$ cat src/logic/smbms_pkg.sv
`default_nettype none
package smbms_pkg;
   // ==========================================================
   // Timing
   localparam int          CLK_NS      = 20;
   localparam int          QUARTER_NS  = 2500;
   localparam int          QUARTER_CYC = (QUARTER_NS + CLK_NS - 1) / CLK_NS;
   localparam int          DIV_W       = 16;
   localparam int          BYTE_BITS   = 8;

   // ==========================================================
   // Register word indices
   localparam logic [1:0]  OFF_CTRL    = 2'h0;
   localparam logic [1:0]  OFF_STATUS  = 2'h1;
   localparam logic [1:0]  OFF_DATA    = 2'h2;
   localparam logic [1:0]  OFF_DIV     = 2'h3;

   // Control bits
   localparam int          CB_START    = 0;
   localparam int          CB_STOP     = 1;
   localparam int          CB_ACK      = 2;
   localparam int          CB_SI       = 3;
   localparam int          CB_HWACK    = 4;
   localparam int          CB_EN       = 5;

   // Status bits
   localparam int          SB_VEC      = 0;
   localparam int          SB_ACK_REQ  = 4;
   localparam int          SB_ARB      = 5;
   localparam int          SB_ACK      = 6;
   localparam int          SB_BUSY     = 7;
   localparam int          SB_RXV      = 8;

   // Status vector codes
   localparam logic [3:0]  ST_IDLE     = 4'h0;
   localparam logic [3:0]  ST_START    = 4'he;
   localparam logic [3:0]  ST_TX       = 4'hc;
   localparam logic [3:0]  ST_RX       = 4'h8;

   // Reset values
   localparam logic [4:0]  CTRL_RST    = 5'h08;
   localparam logic [DIV_W-1:0] DIV_RST = DIV_W'(QUARTER_CYC);

   // ==========================================================
   // Types
   typedef struct packed {
      logic        en;
      logic        hw_ack_generation_enable;
      logic        ack;
      logic        stop_request;
      logic        start_request;
   } smbms_ctrl_t;

   typedef struct packed {
      logic        read;
      logic        write;
      logic [1:0]  address;
      logic [31:0] writedata;
   } smbms_avm_req_t;

   typedef struct packed {
      logic [31:0] readdata;
      logic        waitrequest;
   } smbms_avm_rsp_t;

   typedef struct packed {
      logic        scl_i;
      logic        sda_i;
   } smbms_pin_in_t;

   typedef struct packed {
      logic        scl_o;
      logic        scl_oe;
      logic        sda_o;
      logic        sda_oe;
   } smbms_pin_out_t;

   typedef enum logic [4:0] {
      E_IDLE  = 5'b00001,
      E_START = 5'b00010,
      E_BIT   = 5'b00100,
      E_STOP  = 5'b01000,
      E_HOLD  = 5'b10000
   } smbms_eng_t;
endpackage : smbms_pkg
`default_nettype wire

$ cat src/logic/smbms_fifo2.sv
`timescale 1ns/1ps
`default_nettype none
module smbms_fifo2 #(
   parameter int WIDTH = 8,
   parameter int DEPTH = 2
) (
   input  wire logic             clk,
   input  wire logic             rst,
   input  wire logic             in_valid,
   output logic                  in_ready,
   input  wire logic [WIDTH-1:0] in_data,
   output logic                  out_valid,
   input  wire logic             out_ready,
   output logic      [WIDTH-1:0] out_data
);
   localparam int PW = $clog2(DEPTH);

   logic [WIDTH-1:0] mem_q [DEPTH];
   logic [PW-1:0]    wr_q;
   logic [PW-1:0]    rd_q;
   logic [PW:0]      cnt_q;
   logic             push;
   logic             pop;

   initial begin
      if (DEPTH < 2 || (1 << PW) != DEPTH) $error("smbms_fifo2: DEPTH must be a power of two >= 2");
   end

   assign in_ready  = (cnt_q != (PW+1)'(DEPTH));
   assign out_valid = (cnt_q != '0);
   assign out_data  = mem_q[rd_q];
   assign push      = in_valid && in_ready;
   assign pop       = out_valid && out_ready;

   always_ff @(posedge clk) begin
      if (push) begin
         mem_q[wr_q] <= in_data;
      end
   end

   always_ff @(posedge clk) begin
      if (rst) begin
         wr_q  <= '0;
         rd_q  <= '0;
         cnt_q <= '0;
      end else begin
         if (push) wr_q <= wr_q + PW'(1);
         if (pop)  rd_q <= rd_q + PW'(1);
         cnt_q <= cnt_q + (PW+1)'(push) - (PW+1)'(pop);
      end
   end
endmodule : smbms_fifo2
`default_nettype wire

$ cat src/logic/smbms_sync.sv
`timescale 1ns/1ps
`default_nettype none
module smbms_sync #(
   parameter int             WIDTH   = 2,
   parameter logic [WIDTH-1:0] RST_VAL = '1
) (
   input  wire logic             clk,
   input  wire logic             rst,
   input  wire logic [WIDTH-1:0] async_in,
   output logic      [WIDTH-1:0] sync_out
);
   logic [WIDTH-1:0] meta_q;

   initial begin
      if (WIDTH < 1) $error("smbms_sync: WIDTH must be at least 1");
   end

   // First stage is read only by the second stage
   always_ff @(posedge clk) begin
      if (rst) begin
         meta_q   <= RST_VAL;
         sync_out <= RST_VAL;
      end else begin
         meta_q   <= async_in;
         sync_out <= meta_q;
      end
   end
endmodule : smbms_sync
`default_nettype wire

$ cat src/logic/smbms_top.sv
`timescale 1ns/1ps
`default_nettype none
module smbms_top #(
   parameter int FIFO_DEPTH = 2
) (
   input  wire logic                     clk,
   input  wire logic                     rst,
   input  wire smbms_pkg::smbms_avm_req_t avm_req,
   output smbms_pkg::smbms_avm_rsp_t     avm_rsp,
   input  wire smbms_pkg::smbms_pin_in_t  pin_in,
   output smbms_pkg::smbms_pin_out_t     pin_out
);
   import smbms_pkg::*;

   initial begin
      if (FIFO_DEPTH < 2) $error("smbms_top: FIFO_DEPTH must be at least 2");
   end

   // ==========================================================
   // Declarations
   smbms_ctrl_t            ctrl_q;
   smbms_eng_t             state_q;
   logic                   si_q;
   logic [3:0]             status_q;
   logic                   ack_q;
   logic [BYTE_BITS-1:0]   data_q;
   logic                   tx_pend_q;
   logic [DIV_W-1:0]       div_q;
   logic [DIV_W-1:0]       cnt_q;
   logic                   tick_q;
   logic [1:0]             phase_q;
   logic [3:0]             bitc_q;
   logic [BYTE_BITS-1:0]   shift_q;
   logic                   rx_mode_q;
   logic                   scl_low_q;
   logic                   sda_low_q;
   logic                   wait_q;
   logic [31:0]            rdata_q;
   logic [31:0]            rd_d;
   logic                   scl_s;
   logic                   sda_s;
   logic                   acc_start;
   logic                   acc_done;
   logic                   wr_ctrl;
   logic                   wr_data;
   logic                   wr_div;
   logic                   pop;
   logic                   step;
   logic                   start_done;
   logic                   stop_done;
   logic                   byte_done;
   logic                   ack_sample;
   logic                   go;
   logic                   launch_tx;
   logic                   launch_rx;
   logic                   rx_ok;
   logic                   buf_in_ready;
   logic                   buf_out_valid;
   logic [BYTE_BITS-1:0]   buf_out_data;
   logic                   bit_drive;

   // ==========================================================
   // Pin synchronisers
   smbms_sync #(
      .WIDTH   (2),
      .RST_VAL (2'h3)
   ) u_sync (
      .clk      (clk),
      .rst      (rst),
      .async_in ({pin_in.scl_i, pin_in.sda_i}),
      .sync_out ({scl_s, sda_s})
   );

   // Open-drain: output value is always low, the enable pulls the wire
   assign pin_out = '{scl_o: 1'b0, scl_oe: scl_low_q, sda_o: 1'b0, sda_oe: sda_low_q};

   // ==========================================================
   // Avalon-MM slave, one wait cycle per access
   assign acc_start = (avm_req.read || avm_req.write) && wait_q;
   assign acc_done  = (avm_req.read || avm_req.write) && !wait_q;
   assign wr_ctrl   = acc_done && avm_req.write && (avm_req.address == OFF_CTRL);
   assign wr_data   = acc_done && avm_req.write && (avm_req.address == OFF_DATA);
   assign wr_div    = acc_done && avm_req.write && (avm_req.address == OFF_DIV);
   assign pop       = acc_done && avm_req.read && (avm_req.address == OFF_DATA);
   assign avm_rsp   = '{readdata: rdata_q, waitrequest: wait_q};

   always_comb begin
      rd_d = '0;
      unique case (avm_req.address)
         OFF_CTRL: begin
            rd_d[CB_START] = ctrl_q.start_request;
            rd_d[CB_STOP]  = ctrl_q.stop_request;
            rd_d[CB_ACK]   = ctrl_q.ack;
            rd_d[CB_SI]    = si_q;
            rd_d[CB_HWACK] = ctrl_q.hw_ack_generation_enable;
            rd_d[CB_EN]    = ctrl_q.en;
         end
         OFF_STATUS: begin
            rd_d[SB_VEC +: 4] = status_q;
            rd_d[SB_ACK_REQ]  = 1'b0;
            rd_d[SB_ARB]      = 1'b0;
            rd_d[SB_ACK]      = ack_q;
            rd_d[SB_BUSY]     = (state_q != E_IDLE);
            rd_d[SB_RXV]      = buf_out_valid;
         end
         OFF_DATA: rd_d[BYTE_BITS-1:0] = buf_out_valid ? buf_out_data : data_q;
         OFF_DIV:  rd_d[DIV_W-1:0]     = div_q;
      endcase
   end

   always_ff @(posedge clk) begin
      if (rst) begin
         wait_q  <= 1'b1;
         rdata_q <= '0;
      end else if (!wait_q) begin
         wait_q  <= 1'b1;
      end else if (acc_start) begin
         wait_q  <= 1'b0;
         rdata_q <= avm_req.read ? rd_d : '0;
      end
   end

   // ==========================================================
   // Control register; software set wins over the hardware clear
   always_ff @(posedge clk) begin
      if (rst) begin
         ctrl_q <= smbms_ctrl_t'(CTRL_RST);
      end else if (wr_ctrl) begin
         ctrl_q.start_request            <= avm_req.writedata[CB_START];
         ctrl_q.stop_request             <= avm_req.writedata[CB_STOP];
         ctrl_q.ack                      <= avm_req.writedata[CB_ACK];
         ctrl_q.hw_ack_generation_enable <= avm_req.writedata[CB_HWACK];
         ctrl_q.en                       <= avm_req.writedata[CB_EN];
      end else begin
         if (start_done) ctrl_q.start_request <= 1'b0;
         if (stop_done)  ctrl_q.stop_request  <= 1'b0;
      end
   end

   // Event flag: hardware set wins; writing 1 has no effect
   always_ff @(posedge clk) begin
      if (rst) begin
         si_q <= 1'b0;
      end else if (start_done || byte_done) begin
         si_q <= 1'b1;
      end else if (wr_ctrl && !avm_req.writedata[CB_SI]) begin
         si_q <= 1'b0;
      end
   end

   // Transmit byte and its pending mark
   always_ff @(posedge clk) begin
      if (rst) begin
         data_q    <= '0;
         tx_pend_q <= 1'b0;
      end else if (wr_data) begin
         data_q    <= avm_req.writedata[BYTE_BITS-1:0];
         tx_pend_q <= 1'b1;
      end else if (launch_tx) begin
         tx_pend_q <= 1'b0;
      end
   end

   always_ff @(posedge clk) begin
      if (rst) begin
         div_q <= DIV_RST;
      end else if (wr_div) begin
         div_q <= avm_req.writedata[DIV_W-1:0];
      end
   end

   // ==========================================================
   // Quarter-bit tick
   always_ff @(posedge clk) begin
      if (rst || !ctrl_q.en) begin
         cnt_q  <= '0;
         tick_q <= 1'b0;
      end else if (cnt_q == '0) begin
         cnt_q  <= div_q;
         tick_q <= 1'b1;
      end else begin
         cnt_q  <= cnt_q - DIV_W'(1);
         tick_q <= 1'b0;
      end
   end

   // Phase 2 waits for SCL high, which lets a slave stretch the clock
   assign step       = tick_q && !(phase_q == 2'd2 && !scl_s);
   assign start_done = (state_q == E_START) && step && (phase_q == 2'd3);
   assign stop_done  = (state_q == E_STOP) && step && (phase_q == 2'd3);
   assign byte_done  = (state_q == E_BIT) && step && (phase_q == 2'd3) && (bitc_q == 4'd8) &&
                       (!rx_mode_q || buf_in_ready);
   assign ack_sample = (state_q == E_BIT) && step && (phase_q == 2'd2) && (bitc_q == 4'd8);
   assign go         = (state_q == E_HOLD) && !si_q;
   assign rx_ok      = (status_q == ST_RX) || ((status_q == ST_TX) && ack_q);
   assign launch_tx  = go && !ctrl_q.stop_request && !ctrl_q.start_request && tx_pend_q;
   assign launch_rx  = go && !ctrl_q.stop_request && !ctrl_q.start_request && !tx_pend_q && rx_ok;
   // Ack slot: receiver pulls low only with automatic ACK on and ack set
   assign bit_drive  = (bitc_q != 4'd8) ? (!rx_mode_q && !shift_q[BYTE_BITS-1]) :
                       (rx_mode_q && ctrl_q.hw_ack_generation_enable && ctrl_q.ack);

   // ==========================================================
   // Bus sequencer
   always_ff @(posedge clk) begin
      if (rst) begin
         state_q   <= E_IDLE;
         phase_q   <= 2'd0;
         bitc_q    <= 4'd0;
         shift_q   <= '0;
         rx_mode_q <= 1'b0;
         scl_low_q <= 1'b0;
         sda_low_q <= 1'b0;
      end else begin
         unique case (state_q)
            E_IDLE: begin
               if (ctrl_q.en && ctrl_q.start_request) begin
                  state_q <= E_START;
                  phase_q <= 2'd0;
               end
            end
            E_START: begin
               if (step) begin
                  phase_q <= phase_q + 2'd1;
                  unique case (phase_q)
                     2'd0: sda_low_q <= 1'b0;
                     2'd1: scl_low_q <= 1'b0;
                     2'd2: sda_low_q <= 1'b1;
                     2'd3: begin
                        scl_low_q <= 1'b1;
                        state_q   <= E_HOLD;
                     end
                  endcase
               end
            end
            E_BIT: begin
               if (step) begin
                  unique case (phase_q)
                     2'd0: begin
                        sda_low_q <= bit_drive;
                        phase_q   <= 2'd1;
                     end
                     2'd1: begin
                        scl_low_q <= 1'b0;
                        phase_q   <= 2'd2;
                     end
                     2'd2: begin
                        if (bitc_q != 4'd8) shift_q <= {shift_q[BYTE_BITS-2:0], sda_s};
                        phase_q <= 2'd3;
                     end
                     2'd3: begin
                        scl_low_q <= 1'b1;
                        if (bitc_q != 4'd8) begin
                           bitc_q  <= bitc_q + 4'd1;
                           phase_q <= 2'd0;
                        end else if (byte_done) begin
                           // A full receive buffer holds SCL low here; SDA keeps the
                           // ack slot level, as moving it with the falling SCL would race
                           phase_q   <= 2'd0;
                           state_q   <= E_HOLD;
                        end
                     end
                  endcase
               end
            end
            E_STOP: begin
               if (step) begin
                  phase_q <= phase_q + 2'd1;
                  unique case (phase_q)
                     2'd0: sda_low_q <= 1'b1;
                     2'd1: scl_low_q <= 1'b0;
                     2'd2: sda_low_q <= 1'b0;
                     2'd3: state_q <= ctrl_q.start_request ? E_START : E_IDLE;
                  endcase
               end
            end
            E_HOLD: begin
               // SCL stays low until software clears the flag
               if (go) begin
                  phase_q <= 2'd0;
                  bitc_q  <= 4'd0;
                  if (ctrl_q.stop_request) begin
                     state_q <= E_STOP;
                  end else if (ctrl_q.start_request) begin
                     state_q <= E_START;
                  end else if (launch_tx) begin
                     state_q   <= E_BIT;
                     rx_mode_q <= 1'b0;
                     shift_q   <= data_q;
                  end else if (launch_rx) begin
                     state_q   <= E_BIT;
                     rx_mode_q <= 1'b1;
                     shift_q   <= '0;
                  end
               end
            end
         endcase
      end
   end

   // ==========================================================
   // Status vector and acknowledge bit
   always_ff @(posedge clk) begin
      if (rst) begin
         status_q <= ST_IDLE;
      end else if (start_done) begin
         status_q <= ST_START;
      end else if (byte_done) begin
         status_q <= rx_mode_q ? ST_RX : ST_TX;
      end else if (stop_done && !ctrl_q.start_request) begin
         status_q <= ST_IDLE;
      end
   end

   always_ff @(posedge clk) begin
      if (rst) begin
         ack_q <= 1'b0;
      end else if (ack_sample) begin
         ack_q <= rx_mode_q ? (ctrl_q.hw_ack_generation_enable && ctrl_q.ack) : !sda_s;
      end
   end

   // ==========================================================
   // Receive buffer; a full buffer stalls the sequencer
   smbms_fifo2 #(
      .WIDTH (BYTE_BITS),
      .DEPTH (FIFO_DEPTH)
   ) u_rxbuf (
      .clk       (clk),
      .rst       (rst),
      .in_valid  (byte_done && rx_mode_q),
      .in_ready  (buf_in_ready),
      .in_data   (shift_q),
      .out_valid (buf_out_valid),
      .out_ready (pop),
      .out_data  (buf_out_data)
   );
endmodule : smbms_top
`default_nettype wire
$ cat config.mk
export PLATFORM = sky130hd
export DESIGN_NAME = smbms_top
export DESIGN_NICKNAME = d
export VERILOG_FILES = /design/src/logic/smbms_pkg.sv /design/src/logic/smbms_fifo2.sv /design/src/logic/smbms_sync.sv /design/src/logic/smbms_top.sv
export SDC_FILE = /design/constraint.sdc
export NUM_CORES = 1
export LEC_CHECK = 0
export ABC_AREA = 1
export BUFFER_PORTS_ARGS = -buffer_cell sky130_fd_sc_hd__buf_2
export CAP_MARGIN = 30
export CORE_MARGIN = 5
export CORE_UTILIZATION = 50
export DETAILED_ROUTE_END_ITERATION = 10
export PLACE_DENSITY = 0.82
export SLEW_MARGIN = 20
export SYNTH_ARGS = -nofsm -noshare
export SYNTH_HDL_FRONTEND = slang
export SYNTH_SLANG_ARGS = --single-unit
$ cat constraint.sdc
create_clock -name clk -period 5.7 [get_ports clk]
set_input_delay 1.14 -clock clk [delete_from_list [all_inputs] [get_ports clk]]
set_output_delay 1.14 -clock clk [all_outputs]
set_load 0.01 [all_outputs]
; After elaboration in Yosys (flattened, before gate mapping)
; Memories as Yosys holds them, arrays and structs flattened. A register that Yosys moved wholly into a read port is not among the register bits.
; Cells that the tools add are included.
; Widths: inputs -> output; s select.
[totals]
ff_bits = 116
latch_bits = 0
ramBits = 16
romBits = 0
wordCells = 238
n_memories = 1
[op_classes]
addsub = 7
n_mul = 0
div_mod_pow = 0
n_lt_le_gt_ge = 0
n_eq_ne = 41
n_shift = 0
n_mux = 78
n_bitwise = 3
n_reduce_logical = 80
[mem_list]
columns = name, words, word_bits, rd, rd_clocked_by_memory_dff, wr, line_no
row1 = u_rxbuf.mem_q, 2, 8, 1, 1, 1, smbms_fifo2.sv:18  ; logic [WIDTH-1:0] mem_q [DEPTH];
[op_table]
columns = cell, n
row1 = $mux 8, 9
row2 = $mux 5, 14
row3 = $logic_and 1x1->1, 37
row4 = $mux 16, 2
row5 = $mux 4, 7
row6 = $ne 2x2->1 const B, 13
row7 = $pmux 5 s5, 1
row8 = $pmux 6 s4, 1
row9 = $mux 1, 23
row10 = $reduce_and 5->1, 4
row11 = $reduce_bool 2->1, 9
row12 = $logic_not 16->1, 1
row13 = $mux 2, 8
row14 = $pmux 2 s4, 2
row15 = $pmux 8 s2, 1
row16 = $sub 16x1->16 const B, 1
row17 = $eq 4x4->1 const B, 3
row18 = $logic_not 1->1, 12
row19 = $ne 2x1->1 const B, 6
row20 = $reduce_and 11->1, 1
row21 = $pmux 1 s2, 5
row22 = $eq 2x2->1 const B, 4
row23 = $pmux 4 s2, 1
row24 = $reduce_and 8->1, 1
row25 = other kinds (29), 43

; Logic depth before layout (Yosys ltp)
; Gate-level depths: netlist of the first run.
[depth]
word_depth = 13
ltp_mapped = 14
ltp_nobuf = 14

; Cells and area by module
; Synthesis of the first run repeated with hierarchy kept, for this count alone.
[unflattened]
hier_cells = 763
area_unflattened_um2 = 5634.2
[by_module_without_submodules]
columns = mod, n_inst, cells_each, area_each_um2
row1 = smbms_top, 1, 689, 4679.5
row2 = smbms_fifo2, 1, 61, 838.3
row3 = smbms_sync, 1, 13, 116.4

; Worst setup path before layout of the first run
; OpenSTA, ideal clock, no wires.
[synth_path]
kind = input port to flip-flop
start = input avm_req[32] (netlist bit)
end = register u_rxbuf.cnt_q[1]
setup_ns = 0.121
t_arrival_ns = 2.368
t_required_ns = 5.579
setup_slack_ns = 3.211
stages = 11
n_path_buf = 0
cell_sequence = inv_1 > nand2_1 > inv_1 > nand4_1 > inv_1 > ha_1 > inv_1 > ha_1 > xor2_1 > o21ai_0 > a21oi_1
[synth_between]
elab_chain_len = 4
[synth_lines]
columns = item, line_no
row1 = "start, declared", smbms_top.sv:8  ; input wire smbms_pkg::smbms_avm_req_t avm_req,
row2 = $eq 2x2->1, smbms_top.sv:84  ; assign pop = acc_done && avm_req.read && (avm_req.address == OFF_DATA);
row3 = $logic_and 1x1->1, smbms_top.sv:84
row4 = $logic_and 1x1->1, smbms_fifo2.sv:33  ; assign pop = out_valid && out_ready;
row5 = via u_rxbuf.pop, smbms_fifo2.sv:23  ; logic pop;
row6 = $sub 2x1->2, smbms_fifo2.sv:49  ; cnt_q <= cnt_q + (PW+1)'(push) - (PW+1)'(pop);
row7 = "end signal, assigned", smbms_fifo2.sv:49
row8 = "end, declared", smbms_fifo2.sv:21  ; logic [PW:0] cnt_q;
; The timed path passes the listed nets, and every way through them passes these cells.
; A chain may end at the register's enable or synchronous reset.

; Worst setup path after layout of the first run
[layout_path]
start = register phase_q[0]
end = memory u_rxbuf.mem_q[0][4] (enable)
[layout_between]
elab_chain_len = 12
elab_cells_between_ends = 13
cone_classes = eq/ne: 2 / mux: 2 / reduce/logical: 9
[layout_lines]
columns = item, line_no
row1 = "start, declared", smbms_top.sv:31  ; logic [1:0] phase_q;
row2 = "start signal, assigned", smbms_top.sv:223  ; phase_q <= phase_q + 2'd1;
row3 = "start signal, assigned", smbms_top.sv:267  ; phase_q <= phase_q + 2'd1;
row4 = $eq 2x2->1, smbms_top.sv:188  ; assign step = tick_q && !(phase_q == 2'd2 && !scl_s);
row5 = $logic_and 1x1->1, smbms_top.sv:188
row6 = $logic_not 1->1, smbms_top.sv:188
row7 = $logic_and 1x1->1, smbms_top.sv:188
row8 = $logic_and 1x1->1, smbms_top.sv:191  ; assign byte_done = (state_q == E_BIT) && step && (phase_q == 2'd3) && (bitc_q == 4'd8) &&
row9 = $logic_and 1x1->1 (*) (3 in series), smbms_top.sv:191
row10 = $logic_and 1x1->1 (*), smbms_top.sv:330  ; .in_valid (byte_done && rx_mode_q),
row11 = $logic_and 1x1->1 (*), smbms_fifo2.sv:32  ; assign push = in_valid && in_ready;
row12 = $mux 1 (*), smbms_fifo2.sv:36  ; if (push) begin
row13 = $mux 1 (not written as such) (*), smbms_fifo2.sv:37  ; mem_q[wr_q] <= in_data;
row14 = "end, declared", smbms_fifo2.sv:18
; Mark *: on every way between the ends. The rest lies on a longest branch, timed or not.

==> impl_metrics.toml, run 1 <==
[die]
die_area_um2 = 13300
ios = 77
start_util_pct = 51.0
die_h_um = 115
core_um2 = 10800
fp.dieW_um = 115
rows = 38

[placed_design]
portBuffers = 42
placed_area_um2 = 5770
hpwl_um = 9360
gp_congestion = 0.906
pre_cts_slack_ns = 2.74

[logic_synthesis]
synthDominantCellAreaShare_pct = 36.2
synth_area_um2 = 5530
ys_types = 38
synth.most_common_cell = "nand2_1"
synth_largest_area_cell = "dfxtp_1"
synth_cells = 741
ys_seq_area_share_pct = 44.9
yosysWarnings = 0
yosys_most_used_dff = "dfxtp_1"
synth_commonest_cells = "nand2_1 (152), dfxtp_1 (100), inv_1 (82), nor2_1 (80), o21ai_0 (72)"
synth_area_leaders = "dfxtp_1 (36%), nand2_1 (10%), edfxtp_1 (8.7%)"
synth_edf_count = 16
postSynth.asyncResetShare_pct = 0
ys_seq_elements = 116
avgSynthCellArea_um2 = 7.46

[sta]
rsz0062_at_grt = "false"
clock_skew_ns = 0.00883
final.min_clock_period_ns = 2.52
setup_viol = 0
fin_crit_sh_pct = 44.2
setup_ws_ns = 3.18
max_freq_ghz = 0.397
max_slew_margin_pct = 52.2
setup_tns_ns = 0
finalHoldViolCount = 0
drv_slew = 0
worst_pin_slew_ns = 0.714

[drt]
drtIter0Drc = 416
num_vias = 4953
wirelength_um = 13100
drc = 0
routedWlPerCell_um = 13.9
drt_first_pass_iters = 6
viasPerCell = 5.28
postRouteAntennaNets = 0

[layout]
fillers = 973
drive_gt1_share_pct = 13.4
fin_util_pct = 57.9
syn_to_final_growth_pct = 13.6
finalNetCount = 834
final_cell_area_um2 = 6280

[clocking]
cts_sinks = 116
cts_resized = 0
cts.path.max_buffers = 2
clk_latency_ns = 0.53
cts.clk_slew.worst_paths_ns = 0.06
clockRootBuffer = "clkbuf_8"
cts_hold_buffers = 0
post_cts_buffers = 0
numCtsBuffers = 17
cts_max_level = 4
cts_tree = "built"

[critical_path]
crit_path_end_kind = "flip-flop"
critPathArrivalTime_ns = 2.68
critPathBufInv = 2
critPathKind = "flip-flop to flip-flop"
worstPathMaxFanout = 8
cpMostUsedCell = "nand2_1"
cp.required_ns = 5.86
cp_cell_sequence = "inv_1 -> ha_1 -> a21boi_1 -> nand2_1 -> nor2_1 -> nand2_1 -> inv_1 -> nand2_1 -> nor2_1"
path_delay_family = "simple AND/OR/NAND/NOR gates"
start_kind = "flip-flop"
critPathSlowestCell = "nor2_1"
crit_path_max_incr_delay_ns = 0.57

[power]
p_leak_nw = 2.80
max-vdd-ir-drop_uv = 188
power.density_nw_per_um2 = 326
p_total_mw = 2.05

[outcome]
outcome = "finished clean"

[global_routing]
grt_antenna_before_repair = 1
grt_pass1_vias = 4460
grtUsageTotal_pct = 20.2
grt-ovfl-total = 0
grt_pass1_wl_um = 20900
grt_max_degree = 44

[flow_run]
drv_cap = 0

[hold_path]
hold_path_class = "flip-flop to flip-flop"
-- kinds of logic (layout without fill, tap and decap cells) --
logic type,Yosys count,in the layout,share of synthesized area (%)
AO/OA/AOI/OAI,163,163,15.8
XOR/XNOR,9,9,1.43
adder cells (fa/ha/maj),10,10,2.26
buffers and inverters,129,168,10.3
flip-flops,116,116,44.9
other,1,19,0.0679
AND/OR/NAND/NOR,313,313,25.2
-- placed cells by master (no fill, tap or decap), types with 4 or more instances in the layout --
master / netlist / final
buf_2: 5 / 42
nand3_1: 42 / 42
conb_1: 1 / 18
clkinv_2: 0 / 5
nor3_1: 5 / 5
nor2_4: 6 / 6
or2_2: 4 / 4
inv_1: 82 / 82
nand2_1: 152 / 152
nor2_2: 4 / 4
clkbuf_1: 13 / 4
a21oi_1: 66 / 66
a31oi_1: 5 / 5
inv_2: 8 / 8
clkbuf_16: 0 / 16
nand4_1: 6 / 6
nor2_1: 80 / 80
nand2_2: 5 / 5
o211ai_1: 8 / 8
dfxtp_1: 100 / 100
buf_4: 21 / 4
ha_1: 10 / 10
o21ai_1: 4 / 4
xor2_1: 6 / 6
o21ai_0: 72 / 72
edfxtp_1: 16 / 16
-- report_power, final --
group | switching [mW] | internal (mW) | total, mW
combinational | 0.182 | 0.0857 | 0.267
clock | 0.361 | 0.538 | 0.899
sequential | 0.0255 | 0.854 | 0.880
total | 0.568 | 1.48 | 2.05
-- path summary, 6_finish.rpt --
check	slack, ns	endpoint	startpoint	cells past startpoint
max	3.18	u_rxbuf.mem_q[0][4]	phase_q[0]	9
min	0.41	u_sync.sync_out[1]	u_sync.meta_q[1]	1
max reg2reg	3.18	u_rxbuf.mem_q[0][4]	phase_q[0]	9
min reg2reg	0.41	u_sync.sync_out[1]	u_sync.meta_q[1]	1
-- final cells by class --
type / instances / area [um^2] / share of cell area [%]
multi-input combinational: 513 / 2540 / 40.4
timing repair buffer: 46 / 240 / 3.83
inverter: 90 / 338 / 5.38
clock inverter: 10 / 60.1 / 0.956
sequential: 116 / 2480 / 39.5
antenna: 1 / 2.50 / 0.0398
tap: 140 / 175 / 2.79
clock buffer: 22 / 443 / 7.05
-- per-stage QoR --
stage          hold WS (ns)  cells
6_report              0.412    938
5_1_grt               0.422    938
4_1_cts               0.413    936
3_5_place_dp          0.404    904
3_3_place_gp          0.394    904
2_1_floorplan         0.389    758
-- sequential cells by signal, summed over array words and instances, names as in the netlist, 2 cells and up, named ones only --
signal	cells
bitc_q	4
cnt_q	16
ctrl_q	5
data_q	8
div_q	16
phase_q	2
rdata_q	16
shift_q	8
state_q	5
status_q	3
u_rxbuf.cnt_q	2
u_rxbuf.mem_q	16
u_sync.meta_q	2
u_sync.sync_out	2
-- layer usage --
| metal | vias up | GRT usage (%) | part of all wire (%) |
|---|---|---|---|
| li1 | 2480 | - | - |
| met1 | 2282 | 24.4 | 43 |
| met2 | 164 | 34.3 | 49 |
| met3 | 27 | 6.05 | 6.5 |
| met4 | 0 | 6.65 | 1.6 |
| met5 | - | 0 | 0 |
Note: power is estimated with default switching activity, not from simulation.
==> run 2, diff against run 1 <==
PLACE_DENSITY = 0.85   (was 0.82)
clock period = 2.3 ns   (was 5.7 ns; I/O delays follow)
==> run 2 against run 1 <==
Against the previous run: final cell count rose by 0.64%; maximum frequency rose by 20%; clock skew rose by 0.00055 ns; count of clock-buffer cells in the layout did not move; utilization rose by 1.3 points; critical endpoint is now u_rxbuf.cnt_q[1]; clock power rose to 2.8 times the previous value.
==> impl_metrics.toml, run 2 (synthesized netlist as in run 1, its figures left out) <==
[sta]
max_slew_margin_pct = 63.7
worst_pin_slew_ns = 0.542
setup_viol = 0
finalHoldViolCount = 0
clock_skew_ns = 0.00938
max_freq_ghz = 0.475
setup_tns_ns = 0
fin_crit_sh_pct = 91.6
drv_slew = 0
holdWs_ns = 0.128
final.min_clock_period_ns = 2.11

[global_routing]
grt_pass1_vias = 4601
grtUsageTotal_pct = 21.3
grt_antenna_before_repair = 1
grt_max_degree = 43
grt-ovfl-total = 0
grt_pass1_wl_um = 22200

[clocking]
numCtsBuffers = 17
clockRootBuffer = "clkbuf_8"
clk_latency_ns = 0.52
cts.clk_slew.worst_paths_ns = 0.06
cts_max_level = 4
cts_sinks = 116
cts_tree = "built"
cts_hold_buffers = 0
cts.path.max_buffers = 2
post_cts_buffers = 0
cts_resized = 0

[critical_path]
critPathKind = "flip-flop to flip-flop"
crit_path_end_kind = "flip-flop"
path_delay_family = "simple AND/OR/NAND/NOR gates"
worstPathMaxFanout = 5
critPathBufInv = 3
critPathSlowestCell = "dfxtp_2"
cp.required_ns = 2.74
cp_cell_sequence = "inv_1 -> ha_1 -> a21boi_2 -> nand2_1 -> nor2_2 -> nand2_2 -> inv_1 -> nand2_1 -> inv_1 -> ha_1 -> xor2_1 -> o21ai_0 -> a21oi_1"
crit_path_max_incr_delay_ns = 0.35
r2r.worst_path.cells = 13
path_depth = 13
critPathArrivalTime_ns = 2.55
cpMostUsedCell = "inv_1"
start_kind = "flip-flop"

[flow_run]
drv_cap = 0

[hold_path]
whs_path_depth = 2
hold_path_class = "primary input to flip-flop"

[die]
rows = 38
core_um2 = 10800
ios = 77
die_h_um = 115
start_util_pct = 51.0
die_area_um2 = 13300
fp.dieW_um = 115

[power]
power.density_nw_per_um2 = 841
max-vdd-ir-drop_uv = 600
p_leak_nw = 2.88

[drt]
top_layer_used = "met4"
wl_met1_um = 5480
drtIter0Drc = 537
wl_met2_um = 6780
postRouteAntennaNets = 0
num_vias = 4984
routedWlPerCell_um = 14.3
dr_wl_met3_um = 937
wirelength_um = 13500
drc = 0
drt_first_pass_iters = 6
viasPerCell = 5.28

[outcome]
outcome = "finished clean"

[layout]
drive_gt1_share_pct = 15.2
final_cell_mix = "nand2_1 (151), dfxtp_1 (99), inv_1 (82)"
final_common_cell = "nand2_1"
syn_to_final_growth_pct = 16.2
fillers = 955
finalNetCount = 840

[placed_design]
hpwl_um = 9420
portBuffers = 42
gp_congestion = 0.929
-- run 2: layout make-up --
type / instances / area [um^2] / area share (%)
Inverter: 90 / 338 / 5.26
Tap cell: 140 / 175 / 2.73
Antenna cell: 1 / 2.50 / 0.0390
Multi-Input combinational cell: 513 / 2550 / 39.7
Timing Repair Buffer: 52 / 285 / 4.44
Sequential cell: 116 / 2480 / 38.7
Clock inverter: 10 / 93.8 / 1.46
Clock buffer: 22 / 494 / 7.70
-- run 2: final timing paths --
| kind | endpoint | from | slack (ns) |
|---|---|---|---|
| setup reg to reg | u_rxbuf.cnt_q[1] | phase_q[0] | 0.19 |
| hold / removal | u_sync.meta_q[0] | pin_in[0] | 0.13 |
| hold reg to reg | u_sync.sync_out[0] | u_sync.meta_q[0] | 0.41 |
| setup / recovery | u_rxbuf.cnt_q[1] | phase_q[0] | 0.19 |
-- run 2: worst reg2reg max path, cell delays in order (launching register included) --
cell and delay [ns]:
dfxtp_2 0.35, inv_1 0.07, ha_1 0.22, a21boi_2 0.20, nand2_1 0.13, nor2_2 0.12, nand2_2 0.10, inv_1 0.06
nand2_1 0.11, inv_1 0.08, ha_1 0.16, xor2_1 0.20, o21ai_0 0.11, a21oi_1 0.13
-- run 2: report_power, final --
| group | switching, mW | total [mW] | internal (mW) |
|---|---|---|---|
| logic | 0.450 | 0.664 | 0.214 |
| registers | 0.0660 | 2.18 | 2.12 |
| clock network | 0.941 | 2.55 | 1.61 |
| total | 1.46 | 5.40 | 3.94 |
-- run 2: per-layer routing --
metal | track usage, % | vias to the layer above
met5 | 0 | -
met1 | 25.9 | 2261
met2 | 36.1 | 210
li1 | - | 2485
met3 | 6.21 | 28
met4 | 7.36 | 0
-- run 2: per-stage QoR --
step                instance area [um^2]  instances  utilization, %  power (mW)  setup slack, ns
floorplan                           5590        758               -        2.75            0.237
global placement                    5820        911            53.7        2.86            0.233
detailed placement                  5820        911            53.7        2.88            0.132
CTS                                 6410        943            59.1        5.43            0.108
global route                        6420        944            59.2        5.65          -0.0371
finish                              6420        944            59.2        5.40            0.194
==> run 3, diff against run 2 <==
ABC_AREA = not set   (was 1)
ABC_CLOCK_PERIOD_IN_PS = 2300   (was not set)
==> run 3 against run 2 <==
Against the previous run: utilization increased by 0.43 points; cell area is 2.0% higher; first-iteration DRC count fell by 5.8%; area after synthesis increased by 2.3%; critical path type unchanged; critical endpoint is now sda_low_q; largest power group unchanged.
==> impl_metrics.toml, run 3 <==
[drt]
drt_first_pass_iters = 5
drc = 0
drtIter0Drc = 506
postRouteAntennaNets = 0
num_vias = 4891
wirelength_um = 14000
routedWlPerCell_um = 16.9
viasPerCell = 5.88

[layout]
syn_to_final_growth_pct = 15.9
final_common_cell = "dfxtp_1"
diodes = 0
final_cell_mix = "dfxtp_1 (100), nand2_1 (81), a21oi_1 (57)"
finalNetCount = 729
drive_gt1_share_pct = 17.8

[global_routing]
grt_pass1_wl_um = 22100
grtUsageTotal_pct = 21.0
grt_antenna_before_repair = 0
grt_pass1_vias = 4532
grt_max_degree = 69
grt-ovfl-total = 0

[die]
ios = 77
core_um2 = 11000
start_util_pct = 51.5
fp.dieW_um = 116
die_area_um2 = 13500
rows = 38
die_h_um = 116

[logic_synthesis]
synth.most_common_cell = "dfxtp_1"
ys_seq_area_share_pct = 43.9
synth_cells = 636
synth_largest_area_cell = "dfxtp_1"
ys_seq_elements = 116
yosys_most_used_dff = "dfxtp_1"
synth_edf_count = 16
postSynth.asyncResetShare_pct = 0
synth_commonest_cells = "dfxtp_1 (100), nand2_1 (81), a21oi_1 (57), nor2_1 (54), clkbuf_1 (24)"
ys_types = 69
synth_area_leaders = "dfxtp_1 (35%), edfxtp_1 (8.5%), nand2_1 (5.4%)"
avgSynthCellArea_um2 = 8.89
synth_area_um2 = 5650
yosysWarnings = 0
synthDominantCellAreaShare_pct = 35.4

[critical_path]
critPathBufInv = 2
cp.required_ns = 2.59
cp_cell_sequence = "inv_1 -> ha_1 -> buf_4 -> nor4b_1 -> a211oi_1 -> o311ai_0 -> mux2i_1 -> nor2_1"
crit_path_end_kind = "flip-flop"
critPathArrivalTime_ns = 2.45
start_kind = "flip-flop"
crit_path_max_incr_delay_ns = 0.47
worstPathMaxFanout = 7
r2r_setup_slack_ns = 0.14
path_delay_family = "compound AO/OA/AOI/OAI gates"
critPathKind = "flip-flop to flip-flop"
critPathSlowestCell = "o311ai_0"

[clocking]
cts.path.max_buffers = 2
clockRootBuffer = "clkbuf_16"
clk_latency_ns = 0.42
numCtsBuffers = 17
cts_hold_buffers = 0
post_cts_buffers = 0
cts_resized = 0
cts_tree = "built"
cts_max_level = 4
cts.clk_slew.worst_paths_ns = 0.05
cts_sinks = 116

[sta]
setup_tns_ns = 0
setup_viol = 0
finalHoldViolCount = 0
fin_crit_sh_pct = 93.8
clock_skew_ns = 0.00630
drv_slew = 0
holdWs_ns = 0.225
worst_pin_slew_ns = 0.677
rsz0062_at_grt = "false"
final.min_clock_period_ns = 2.16
max_freq_ghz = 0.463
max_slew_margin_pct = 54.5

[placed_design]
portBuffers = 42
hpwl_um = 9940
gp_congestion = 0.892

[power]
max-vdd-ir-drop_uv = 833
power.density_nw_per_um2 = 785
p_leak_nw = 2.60

[outcome]
outcome = "finished clean"

[flow_run]
drv_cap = 0

[hold_path]
hold_path_class = "primary input to flip-flop"
## run 3: changes by cell type after synthesis, sizes merged, moves of 13 or more
cell and delta:
and3 +15, nor2 -36, a211oi +22, inv -77
nand2b +13, nand2 -77, nand3 -39, clkbuf +13
o21ai -59
## run 3: path summary, 6_finish.rpt
kind,start,end,cells after the start
worst max-delay path,phase_q[0],sda_low_q,8
worst min-delay path,pin_in[0],u_sync.meta_q[0],2
worst max register to register,phase_q[0],sda_low_q,8
worst min register to register,u_sync.meta_q[0],u_sync.sync_out[0],1
## run 3: kinds of logic after synthesis
family / share of synthesized area [%]
simple gates: 22.5
compound gates: 18.2
flops: 43.9
buf+inv: 6.79
mux: 3.54
xor+xnor: 2.79
fa+ha+maj: 2.21
other cells: 0.0663
## run 3: report_power, final
part / internal (mW) / total (mW) / leakage, nW / switching, mW
sequential: 2.08 / 2.11 / 0.957 / 0.0347
combinational: 0.134 / 0.360 / 1.34 / 0.227
clock: 1.71 / 2.67 / 0.298 / 0.963
## run 3: final cells by class
type / count / area (um^2)
Multi-Input combinational cell: 467 / 2850
Timing Repair Buffer: 64 / 388
Fill cell: 934 / 4430
Inverter: 13 / 48.8
Sequential cell: 116 / 2480
Clock inverter: 15 / 180
Clock buffer: 17 / 425
Tap cell: 140 / 175
## run 3: worst register-to-register path, delay by kind of cell (launching register included)
family	cells	cell delay, ns
AO/OA/AOI/OAI	2	0.56
adder cells (fa/ha/maj)	1	0.22
buffers and inverters	2	0.27
flip-flops	1	0.41
multiplexers	1	0.25
AND/OR/NAND/NOR	2	0.33
## run 3: stage by stage
step	setup slack [ns]	util, %	instance area [um^2]	instances	total power, mW
after floorplan	0.0227	-	5720	653	2.42
after global placement	0.232	54.1	5950	800	2.49
after detailed placement	0.207	54.1	5950	800	2.50
after CTS	0.162	59.6	6550	832	5.16
after global routing	0.00628	59.6	6550	832	5.33
final	0.142	59.6	6550	832	5.15
## run 3: metal layers
metal  global-route usage [%]  up-vias  share of wire, %
met5                        0        -                 0
met4                     8.35        0               2.2
met3                     5.70       29               8.2
met2                     34.8      204                49
met1                     25.8     2319                41
li1                         -     2339                 -
